--- src/smd_pkg.sv ---
// Purpose: constants and carriers for the step-mode drive interface logic
// Assumes: core clock 100 MHz, reference clock 5 MHz derived internally
// Notes:   timing counts are derived from times printed in their own unit
// How it works
// - accept step pulses spaced 4 us to 200 us
// - also accept steps spaced 3 ms apart
// - buffer steps, move on first, allow overrun
// - drop seek complete within 500 ns of step
// - clamp heads to track zero or max track
// - many reverse steps leave heads on zero
// - write gate never makes own sync preamble
// - three units only, unit address zero invalid
// - write gate faults on any unsafe condition
// - write current without write gate is fault
// - write fault blocks all writing
// - protect and changed lines left undriven
// - data clock 5 MHz, 200 ns period
// - 16 byte gap, starts four bytes early
// - four binary weighted head select lines
// - no serial-mode command or status signals
// - index once per rev, eight clocks high
package smd_pkg;
  // ==========================================================
  // clock and timing
  localparam int CLK_MHZ          = 100;
  localparam int REF_PERIOD_NS    = 200;  // read/write clock period
  localparam int REF_DIV          = REF_PERIOD_NS * CLK_MHZ / 1000;
  localparam int SC_DROP_NS       = 500;  // longest seek-complete drop
  localparam int SC_DROP_CYC      = SC_DROP_NS * CLK_MHZ / 1000;
  localparam int STEP_MIN_NS      = 4000; // shortest accepted spacing
  localparam int STEP_MIN_CYC     = (STEP_MIN_NS * CLK_MHZ + 999) / 1000;
  localparam int SETTLE_US        = 3000; // 3 ms wait for a late pulse
  localparam int SETTLE_CYC       = SETTLE_US * CLK_MHZ;
  localparam int TRACK_MOVE_NS    = 2000; // head travel per track
  localparam int TRACK_MOVE_CYC   = TRACK_MOVE_NS * CLK_MHZ / 1000;
  localparam int INDEX_HI_REFS    = 8;
  localparam int REV_US           = 16670;
  localparam int REV_CYC          = REV_US * CLK_MHZ;
  // ==========================================================
  // geometry and format
  localparam int MAX_TRACK        = 924;
  localparam int NUM_HEADS        = 9;
  localparam int GAP_BYTES        = 16;
  localparam int GAP_LEAD_BYTES   = 4;
  localparam int SYNC_MIN_BYTES   = 11;
  localparam int BITS_PER_BYTE    = 8;
  localparam logic [1:0] UNIT_INVALID = 2'h0;
  // ==========================================================
  // seek state machine
  typedef enum logic [1:0] {
    SMD_IDLE   = 2'b00,
    SMD_MOVE   = 2'b01,
    SMD_SETTLE = 2'b10
  } smd_seek_t;
  // controller-side control lines
  typedef struct packed {
    logic       write_gate;
    logic       read_gate;
    logic       direction_in;
    logic [3:0] head_sel;
  } smd_ctl_t;
  // drive status lines
  typedef struct packed {
    logic ready;
    logic seek_complete;
    logic track0;
    logic write_fault;
    logic index;
    logic selected;
  } smd_stat_t;
endpackage

--- src/smd_drive.sv ---
// Purpose: step-mode head positioning and write safety of a disk drive
// Assumes: controller keeps its side of the step protocol
// Notes:   head motion is modelled as a timed track counter
`timescale 1ns/10ps
module smd_drive
  import smd_pkg::*;
#(
  parameter int UNIT_ADDR  = 1,        // strap, 1..3
  parameter int SETTLE_LEN = SETTLE_CYC,
  parameter int REV_LEN    = REV_CYC,
  parameter int MOVE_LEN   = TRACK_MOVE_CYC
) (
  input  wire logic       clk,
  input  wire logic       rst,
  input  wire logic [1:0] unit_sel,      // drive select lines
  input  wire logic [3:0] head_sel,      // binary weighted heads
  input  wire logic       write_gate,
  input  wire logic       read_gate,
  input  wire logic       direction_in,
  input  wire logic       step,
  input  wire logic       write_data,    // nrz write data
  input  wire logic       write_current, // sense of head current
  input  wire logic       spin_ok,       // spindle at speed
  output logic            drive_selected,
  output logic            ready,
  output logic            seek_complete,
  output logic            track0,
  output logic            write_fault,
  output logic            index_pulse,
  output logic            ref_clk,       // 5 MHz reference clock
  output logic            write_enable,  // head write allowed
  output logic            write_bit,     // data to the head
  output logic            gap_window,    // intersector gap active
  output logic            prot_oe_n,     // write protect oe, never low
  output logic            prot_o,
  output logic            chg_oe_n,      // cartridge changed oe
  output logic            chg_o
);
  // ==========================================================
  // pin synchronisers
  localparam int NS = 13;
  logic [NS-1:0] pin_raw, pin_s;
  assign pin_raw = {unit_sel, head_sel, write_gate, read_gate,
                    direction_in, step, write_data, write_current,
                    spin_ok};
  smd_sync #(.W(NS)) u_sync (
    .clk (clk),
    .rst (rst),
    .d   (pin_raw),
    .q   (pin_s)
  );
  smd_ctl_t   ctl;             // synchronised control group
  logic [1:0] unit_s;
  logic       step_s, wdata_s, wcur_s, spin_s;
  assign unit_s = pin_s[12:11];
  assign ctl    = smd_ctl_t'({pin_s[6], pin_s[5], pin_s[4],
                              pin_s[10:7]});
  assign step_s = pin_s[3];
  assign wdata_s = pin_s[2];
  assign wcur_s  = pin_s[1];
  assign spin_s  = pin_s[0];

  // ==========================================================
  // select decode
  logic sel;
  // address zero never answers; only three units exist
  assign sel = (unit_s != UNIT_INVALID) &&
               (unit_s == 2'(UNIT_ADDR));
  assign drive_selected = sel;
  // serial command and status lines are simply absent here
  assign prot_oe_n = 1'b1;
  assign prot_o    = 1'b0;
  assign chg_oe_n  = 1'b1;
  assign chg_o     = 1'b0;

  // ==========================================================
  // step edge detect and buffering
  logic        step_d_r;          // previous synchronised step
  logic        step_rise;
  logic [10:0] pend_r, pend_nxt;  // buffered signed step count
  logic [10:0] trk_r, trk_nxt;    // current track
  smd_seek_t   st_r, st_nxt;
  logic [31:0] tmr_r, tmr_nxt;
  assign step_rise = step_s && !step_d_r && sel;
  always_ff @(posedge clk) begin
    if (rst) step_d_r <= 1'b0;
    else     step_d_r <= step_s;
  end

  // direction sampled at each pulse; in adds, out subtracts
  logic [10:0] pend_add;
  assign pend_add = step_rise ? (ctl.direction_in ? 11'h001 : 11'h7ff)
                              : 11'h000;
  logic move_done;
  logic        mv_in;
  assign mv_in = !pend_r[10];
  assign move_done = (st_r == SMD_MOVE) && (tmr_r == 32'h0) &&
                     (pend_r != 11'h000);

  // ==========================================================
  // seek sequencer, any spacing accepted since each pulse is queued
  always_comb begin
    st_nxt   = st_r;
    tmr_nxt  = (tmr_r != 32'h0) ? tmr_r - 32'h1 : 32'h0;
    trk_nxt  = trk_r;
    pend_nxt = pend_r + pend_add;
    case (st_r)
      SMD_IDLE: begin
        if (step_rise) begin
          st_nxt  = SMD_MOVE;
          tmr_nxt = 32'(MOVE_LEN);
        end
      end
      SMD_MOVE: begin
        if (move_done) begin
          // clamp at the boundary tracks, excess steps dropped
          if (mv_in && trk_r < 11'(MAX_TRACK))
            trk_nxt = trk_r + 11'h001;
          else if (!mv_in && trk_r != 11'h000)
            trk_nxt = trk_r - 11'h001;
          pend_nxt = pend_r + pend_add + (mv_in ? 11'h7ff : 11'h001);
          tmr_nxt  = 32'(MOVE_LEN);
        end else if (pend_r == 11'h000 && tmr_r == 32'h0 &&
                     !step_rise) begin
          // a pulse landing on this very cycle keeps the seek open
          st_nxt  = SMD_SETTLE;
          tmr_nxt = 32'(SETTLE_LEN);
        end
      end
      SMD_SETTLE: begin
        // a late pulse up to 3 ms away still belongs to this seek
        if (step_rise) begin
          st_nxt  = SMD_MOVE;
          tmr_nxt = 32'(MOVE_LEN);
        end else if (tmr_r == 32'h0) begin
          st_nxt = SMD_IDLE;
        end
      end
      default: st_nxt = SMD_IDLE;
    endcase
  end
  always_ff @(posedge clk) begin
    if (rst) begin
      st_r   <= SMD_IDLE;
      tmr_r  <= 32'h0;
      trk_r  <= 11'h000;
      pend_r <= 11'h000;
    end else begin
      st_r   <= st_nxt;
      tmr_r  <= tmr_nxt;
      trk_r  <= trk_nxt;
      pend_r <= pend_nxt;
    end
  end

  // ==========================================================
  // status outputs; seek complete falls on the next clock after
  // the synchronised edge, well within the allowed window
  logic sc_r, t0_r, rdy_r;
  always_ff @(posedge clk) begin
    if (rst) begin
      sc_r  <= 1'b1;
      t0_r  <= 1'b1;
      rdy_r <= 1'b0;
    end else begin
      sc_r  <= (st_nxt == SMD_IDLE) && !step_rise;
      t0_r  <= (trk_nxt == 11'h000);
      rdy_r <= spin_s;
    end
  end
  assign seek_complete = sc_r;
  assign track0        = t0_r;
  assign ready         = rdy_r;

  // ==========================================================
  // write fault: sticky until write gate drops and current is gone
  logic head_bad, on_cyl, wf_set, wf_r;
  assign head_bad = (ctl.head_sel >= 4'(NUM_HEADS));
  assign on_cyl   = (st_r == SMD_IDLE);
  // write data activity: nrz data may sit low for a while, so its
  // level says nothing; a stream with no edge for a byte is missing
  localparam int WD_IDLE_CYC = BITS_PER_BYTE * REF_DIV;
  logic       wdata_d_r;          // previous synchronised write data
  logic [7:0] wd_idle_r;          // cycles since last data edge
  logic       no_wdata;           // no data edge for a whole byte
  always_ff @(posedge clk) begin
    if (rst) begin
      wdata_d_r <= 1'b0;
      wd_idle_r <= 8'h00;
    end else begin
      wdata_d_r <= wdata_s;
      // cleared while the gate is down, so a fresh gate starts clean
      if (!ctl.write_gate || (wdata_s != wdata_d_r))
        wd_idle_r <= 8'h00;
      else if (!no_wdata)
        wd_idle_r <= wd_idle_r + 8'h01;
    end
  end
  assign no_wdata = (wd_idle_r == 8'(WD_IDLE_CYC));
  assign wf_set = (ctl.write_gate && (!wcur_s || no_wdata ||
                    !rdy_r || !sc_r || head_bad || !on_cyl ||
                    ctl.read_gate))
                || (!ctl.write_gate && wcur_s);
  always_ff @(posedge clk) begin
    if (rst) wf_r <= 1'b0;
    else     wf_r <= wf_set || (wf_r && ctl.write_gate);
  end
  assign write_fault = wf_r;
  // writing blocked by fault as well as by not ready
  assign write_enable = sel && ctl.write_gate && rdy_r && !wf_r;
  // controller's sync pattern goes straight through, none added
  logic wbit_r;
  always_ff @(posedge clk) begin
    if (rst) wbit_r <= 1'b0;
    else     wbit_r <= write_enable ? wdata_s : 1'b0;
  end
  assign write_bit = wbit_r;

  // ==========================================================
  // reference clock, index and gap window
  logic [7:0]  div_r;
  logic        rclk_r;
  logic [31:0] rev_r;
  logic [31:0] bitc_r;
  localparam int HALF_DIV  = REF_DIV / 2;
  localparam int IDX_CYC   = INDEX_HI_REFS * REF_DIV;
  localparam int GAP_CYC   = GAP_BYTES * BITS_PER_BYTE * REF_DIV;
  localparam int LEAD_CYC  = GAP_LEAD_BYTES * BITS_PER_BYTE * REF_DIV;
  always_ff @(posedge clk) begin
    if (rst) begin
      div_r  <= 8'h00;
      rclk_r <= 1'b0;
    end else if (div_r == 8'(HALF_DIV - 1)) begin
      div_r  <= 8'h00;
      rclk_r <= !rclk_r;
    end else begin
      div_r  <= div_r + 8'h01;
    end
  end
  assign ref_clk = rclk_r;
  always_ff @(posedge clk) begin
    if (rst) rev_r <= 32'h0;
    else if (rev_r == 32'(REV_LEN - 1)) rev_r <= 32'h0;
    else rev_r <= rev_r + 32'h1;
  end
  assign bitc_r = rev_r;
  logic idx_r, gap_r;
  always_ff @(posedge clk) begin
    if (rst) begin
      idx_r <= 1'b0;
      gap_r <= 1'b0;
    end else begin
      idx_r <= (rev_r < 32'(IDX_CYC));
      gap_r <= (bitc_r >= 32'(REV_LEN - LEAD_CYC)) ||
               (bitc_r < 32'(GAP_CYC - LEAD_CYC));
    end
  end
  assign index_pulse = idx_r;
  assign gap_window  = gap_r;

  // ==========================================================
  // checks
  property p_sc_drop;
    @(posedge clk) disable iff (rst)
      step_rise |=> !seek_complete;
  endproperty
  a_sc_drop: assert property (p_sc_drop)
    else $error("seek complete not dropped after step");
  property p_trk_max;
    @(posedge clk) disable iff (rst)
      trk_r <= 11'(MAX_TRACK);
  endproperty
  a_trk_max: assert property (p_trk_max)
    else $error("track beyond maximum");
  property p_wf_gate;
    @(posedge clk) disable iff (rst)
      (!ctl.write_gate && wcur_s) |=> write_fault;
  endproperty
  a_wf_gate: assert property (p_wf_gate)
    else $error("no fault on stray write current");
  property p_wf_rg;
    @(posedge clk) disable iff (rst)
      (ctl.write_gate && ctl.read_gate) |=> write_fault;
  endproperty
  a_wf_rg: assert property (p_wf_rg)
    else $error("no fault with read gate during write");
  property p_block;
    @(posedge clk) disable iff (rst)
      write_fault |-> !write_enable ##1 !write_bit;
  endproperty
  a_block: assert property (p_block)
    else $error("write allowed during fault");
  property p_sel0;
    @(posedge clk) disable iff (rst)
      (unit_s == UNIT_INVALID) |-> !drive_selected;
  endproperty
  a_sel0: assert property (p_sel0)
    else $error("unit zero selected");
  property p_idx;
    @(posedge clk) disable iff (rst)
      $rose(index_pulse) |-> index_pulse [*8];
  endproperty
  a_idx: assert property (p_idx)
    else $error("index pulse too short");
  property p_open;
    @(posedge clk) prot_oe_n && chg_oe_n;
  endproperty
  a_open: assert property (p_open)
    else $error("unimplemented line driven");
  property p_t0;
    @(posedge clk) disable iff (rst)
      (move_done && !mv_in && trk_r == 11'h001) |=> track0;
  endproperty
  a_t0: assert property (p_t0)
    else $error("track zero flag missing");
endmodule

--- src/smd_sync.sv ---
// Purpose: two flip-flop synchroniser for pin inputs
// Assumes: inputs asynchronous to clk
// Notes:   first stage is read by the second stage only
`timescale 1ns/10ps
module smd_sync #(
  parameter int W = 1
) (
  input  wire logic         clk,
  input  wire logic         rst,
  input  wire logic [W-1:0] d,
  output logic      [W-1:0] q
);
  logic [W-1:0] meta_r;  // first stage, metastable window
  // ==========================================================
  // two stage capture
  always_ff @(posedge clk) begin
    if (rst) begin
      meta_r <= '0;
      q      <= '0;
    end else begin
      meta_r <= d;
      q      <= meta_r;
    end
  end
endmodule
--- config.mk ---
export PLATFORM = sky130hd
export DESIGN_NAME = smd_drive
export DESIGN_NICKNAME = d
export VERILOG_FILES = /design/src/smd_pkg.sv /design/src/smd_drive.sv /design/src/smd_sync.sv
export SDC_FILE = /design/constraint.sdc
export NUM_CORES = 1
export LEC_CHECK = 0
export CORE_MARGIN = 4
export CORE_UTILIZATION = 55
export DETAILED_ROUTE_END_ITERATION = 10
export DONT_BUFFER_PORTS = 1
export PLACE_DENSITY = 0.7
export RECOVER_POWER = 50
export SYNTH_ARGS = -nofsm -noshare
export SYNTH_HDL_FRONTEND = slang
export SYNTH_SLANG_ARGS = --single-unit
--- constraint.sdc ---
create_clock -name clk -period 4 [get_ports clk]
set_input_delay 0.8 -clock clk [delete_from_list [all_inputs] [get_ports clk]]
set_output_delay 0.8 -clock clk [all_outputs]
set_load 0.01 [all_outputs]
==> results by group <==
Status
  – Status: complete, but fails checks
  – Failing checks: capacitance limit, slew limit

Synth
  – Largest family of logic cells by synthesized area: simple AND/OR/NAND/NOR gates
  – Synth Area in Simple Gates: 0.285
  – Synth area leaders: dfxtp_1 (42%), nor2_1 (7.4%), xor2_1 (7.0%)
  – Syn avg cell area: 8.45 sq um
  – Main flop type after synthesis: dfxtp_1
  – Fraction of the mapped netlist area in adder cells: 0.0402
  – Sequential fraction of the synthesis area: 0.417
  – Synth Area in XOR/XNOR: 0.126
  – Unique masters post-synth: 65
  – Synth top area share: 0.417
  – Largest area contributor in the synthesized netlist: dfxtp_1
  – Cell count after synthesis: 795
  – Seq cells post-synth: 140
  – Synth Area in Compound Gates: 0.0938
  – EDFF count, synth: 0
  – Post-synth ARST share: 0
  – Mux contribution to synthesized area: 0.00317
  – YS warnings: 0
  – Mapped Area: 6720 sq um

Clock network
  – H-tree depth: 4
  – Worst-Skew Late Latency: 0.41 ns
  – Hold buffer count at cts: 0
  – Num CTS Buffers: 17
  – # Post-CTS Setup Buffers: 0
  – Clock transition at path regs: 0.06 ns
  – PostCTS Resize Cnt: 0
  – Clock sink total: 140
  – Root Buffer: clkbuf_16
  – CTS tree: built
  – CTS Buffer Depth: 2

STA
  – Tmin final: 3.65 ns
  – Crit share post-route: 0.912
  – Unrepaired setup endpoints after global routing: no
  – Worst-Margin Slew: 2.12 ns
  – Max Slew Vio Count: 33
  – Setup TNS: 0 ns
  – Peak Freq: 0.274 GHz
  – Final Skew: 0.00421 ns
  – Final Hold Viols: 0
  – Max-slew headroom: -0.422
  – Setup Viol. Count Final: 0
  – Worst setup margin: 0.350 ns

Placed design
  – I/O Buffers: 0
  – DP Area: 6820 sq um
  – Placer congestion estimate: 0.882
  – Final HPWL from detailed placement: 9240 um
  – Post-Place Cells: 918
  – Pre-CTS setup slack: 0.220 ns

Setup path
  – CP top delay family: simple AND/OR/NAND/NOR gates
  – Most common cell type on the critical path: nand2_1
  – CP max-delay cell: or3_1
  – CP Capture Type: flip-flop
  – Crit-path max FO: 7
  – Crit start category: flip-flop
  – Critical path buffers and inverters: 3
  – Data required, critical path: 4.35 ns
  – Max incr delay on CP: 0.43 ns
  – R2r setup slk: 0.35 ns
  – Crit path kind: flip-flop to flip-flop
  – Arrival time at the worst endpoint: 4.00 ns
  – Crit-path cells: nand4bb_1, inv_1, nand2b_2, buf_4, nand2_1, nand2_1, ha_1, nor3_1, nor2_1, o21ai_1, xnor2_1, ha_1, inv_1, nor2_1, a2111oi_0, or3_1, o21ai_0, xor2_1, nand2_1, a21oi_1

Floorplanning
  – Initial Util: 0.562
  – Width of the die: 119 um
  – IO Pins: 29
  – Die height: 119 um
  – Die ar.: 14100 sq um
  – Row cnt: 40
  – Core Area: 12000 sq um

GRT
  – Grt peak-use layer: met2
  – Antenna violations before repair: 0
  – Gr ovfl total: 0
  – Number of global-route vias before repair: 4962
  – Met3 Resource Use GR: 0.0502
  – Global Route met2 Usage: 0.314
  – GR Util met1: 0.244
  – Largest net degree at the start of global routing: 68
  – First-pass GRT wire length: 22700 um
  – Total GRT Usage: 0.192

Power
  – Pleak: 2.81 nW
  – Clock network fraction of design power: 0.357
  – P_sw: 1.24 mW
  – Reg power frac: 0.418
  – Int Pwr: 2.87 mW
  – PD cells: 557 nW/um^2
  – Sw Ratio: 0.303
  – VDD IR-drop max: 492 uV
  – Gate power share: 0.224

Final layout
  – Most common cell after layout, fill and taps aside: dfxtp_1
  – Nets: 826
  – Antenna cells: 0
  – Design Area, Final: 7380 sq um
  – Most frequent cells in the layout: dfxtp_1 (140), nor2_1 (133), xor2_1 (54), nand2_1 (54), xnor2_1 (43)
  – P&R area growth vs syn: 9.81%
  – Fraction of layout cells with a size suffix above 1: 0.0586
  – Core Util, Final: 0.617
  – Finished Layout Cells: 949

Detailed routing
  – Avg Vias per Cell: 5.56
  – Antenna Nets Post-Route: 0
  – WL final: 13100 um
  – Initial drt markers: 388
  – Remaining DRCs: 0
  – Per-cell routed wire length: 13.8 um
  – TritonRoute pass-1 iters: 4
  – Vias: 5274

Flow run
  – MaxCap Viol Count: 1

Worst hold path
  – HP Class: flip-flop to flip-flop
==> Yosys cell counts, types with 2 or more instances <==
cell / instances
or4b_1: 2
nand3b_1: 7
or4_1: 8
a41o_1: 2
nor3_1: 30
o31ai_1: 7
xor2_1: 54
and2_1: 3
nand2b_1: 5
buf_2: 5
and3_1: 11
xnor2_1: 43
a311oi_1: 2
nor2b_1: 34
buf_4: 5
inv_1: 18
nor2_1: 133
nor4_1: 14
o31a_1: 2
ha_1: 20
or3_1: 10
o211ai_1: 2
a21oi_1: 32
conb_1: 2
o21ai_0: 23
nand2_1: 54
nand3_1: 42
a31o_2: 2
and4_1: 6
o21a_1: 3
dfxtp_1: 140
a31oi_1: 3
nand4_1: 11
a211oi_1: 6
nor4bb_1: 2
clkbuf_1: 23
==> final timing paths <==
path,start,to,cells past startpoint
setup / recovery,u_sync.q[12]$_SDFF_PP0_,pend_r[9]$_SDFF_PP0_,20
hold reg to reg,u_sync.meta_r[12]$_SDFF_PP0_,u_sync.q[12]$_SDFF_PP0_,1
setup reg to reg,u_sync.q[12]$_SDFF_PP0_,pend_r[9]$_SDFF_PP0_,20
hold / removal,u_sync.meta_r[12]$_SDFF_PP0_,u_sync.q[12]$_SDFF_PP0_,1
==> power groups by stage <==
stage	registers [mW]	logic [mW]	clock network, mW
after floorplan	1.71	0.790	0
after global placement	1.73	0.888	0
after detailed placement	1.74	0.924	0
after CTS	1.72	0.933	1.50
after global routing	1.75	1.05	1.56
final	1.72	0.923	1.47
==> routing by layer <==
layer / vias up / wire length, um
met3: 15 / 427
met5: - / 0
met1: 2466 / 6230
met4: 0 / 152
li1: 2719 / -
met2: 74 / 6310
==> cells by family after synthesis <==
family	Yosys count
other	2
xor gates and xnor gates	97
and+or+nand+nor	382
DFF	140
muxes	2
adders and majority gates	21
AOI/OAI and AO/OA	99
buffers and inverters	52
==> registers in the layout, summed over array words and instances, names as in the netlist, 2 cells and up <==
register,cells
st_r,2
u_sync.meta_r,13
wd_idle_r,8
bitc_r,32
tmr_r,32
trk_r,11
pend_r,11
u_sync.q,13
div_r,8
==> final cells by class <==
cell class | count | area [sq um]
clock buffer | 21 | 470
clock inverter | 10 | 91.3
fill | 1059 | 4580
inverter | 19 | 71.3
multi-input combinational | 605 | 3710
sequential | 140 | 2800
tap | 147 | 184
timing repair buffer | 7 | 52.6
==> metrics by stage <==
step | hold WS [ns] | power, mW
after floorplan | 0.414 | 2.50
after global placement | 0.416 | 2.62
after detailed placement | 0.423 | 2.67
after CTS | 0.437 | 4.15
after global routing | 0.438 | 4.35
final | 0.435 | 4.11
Power figures use the tool's default switching activity.
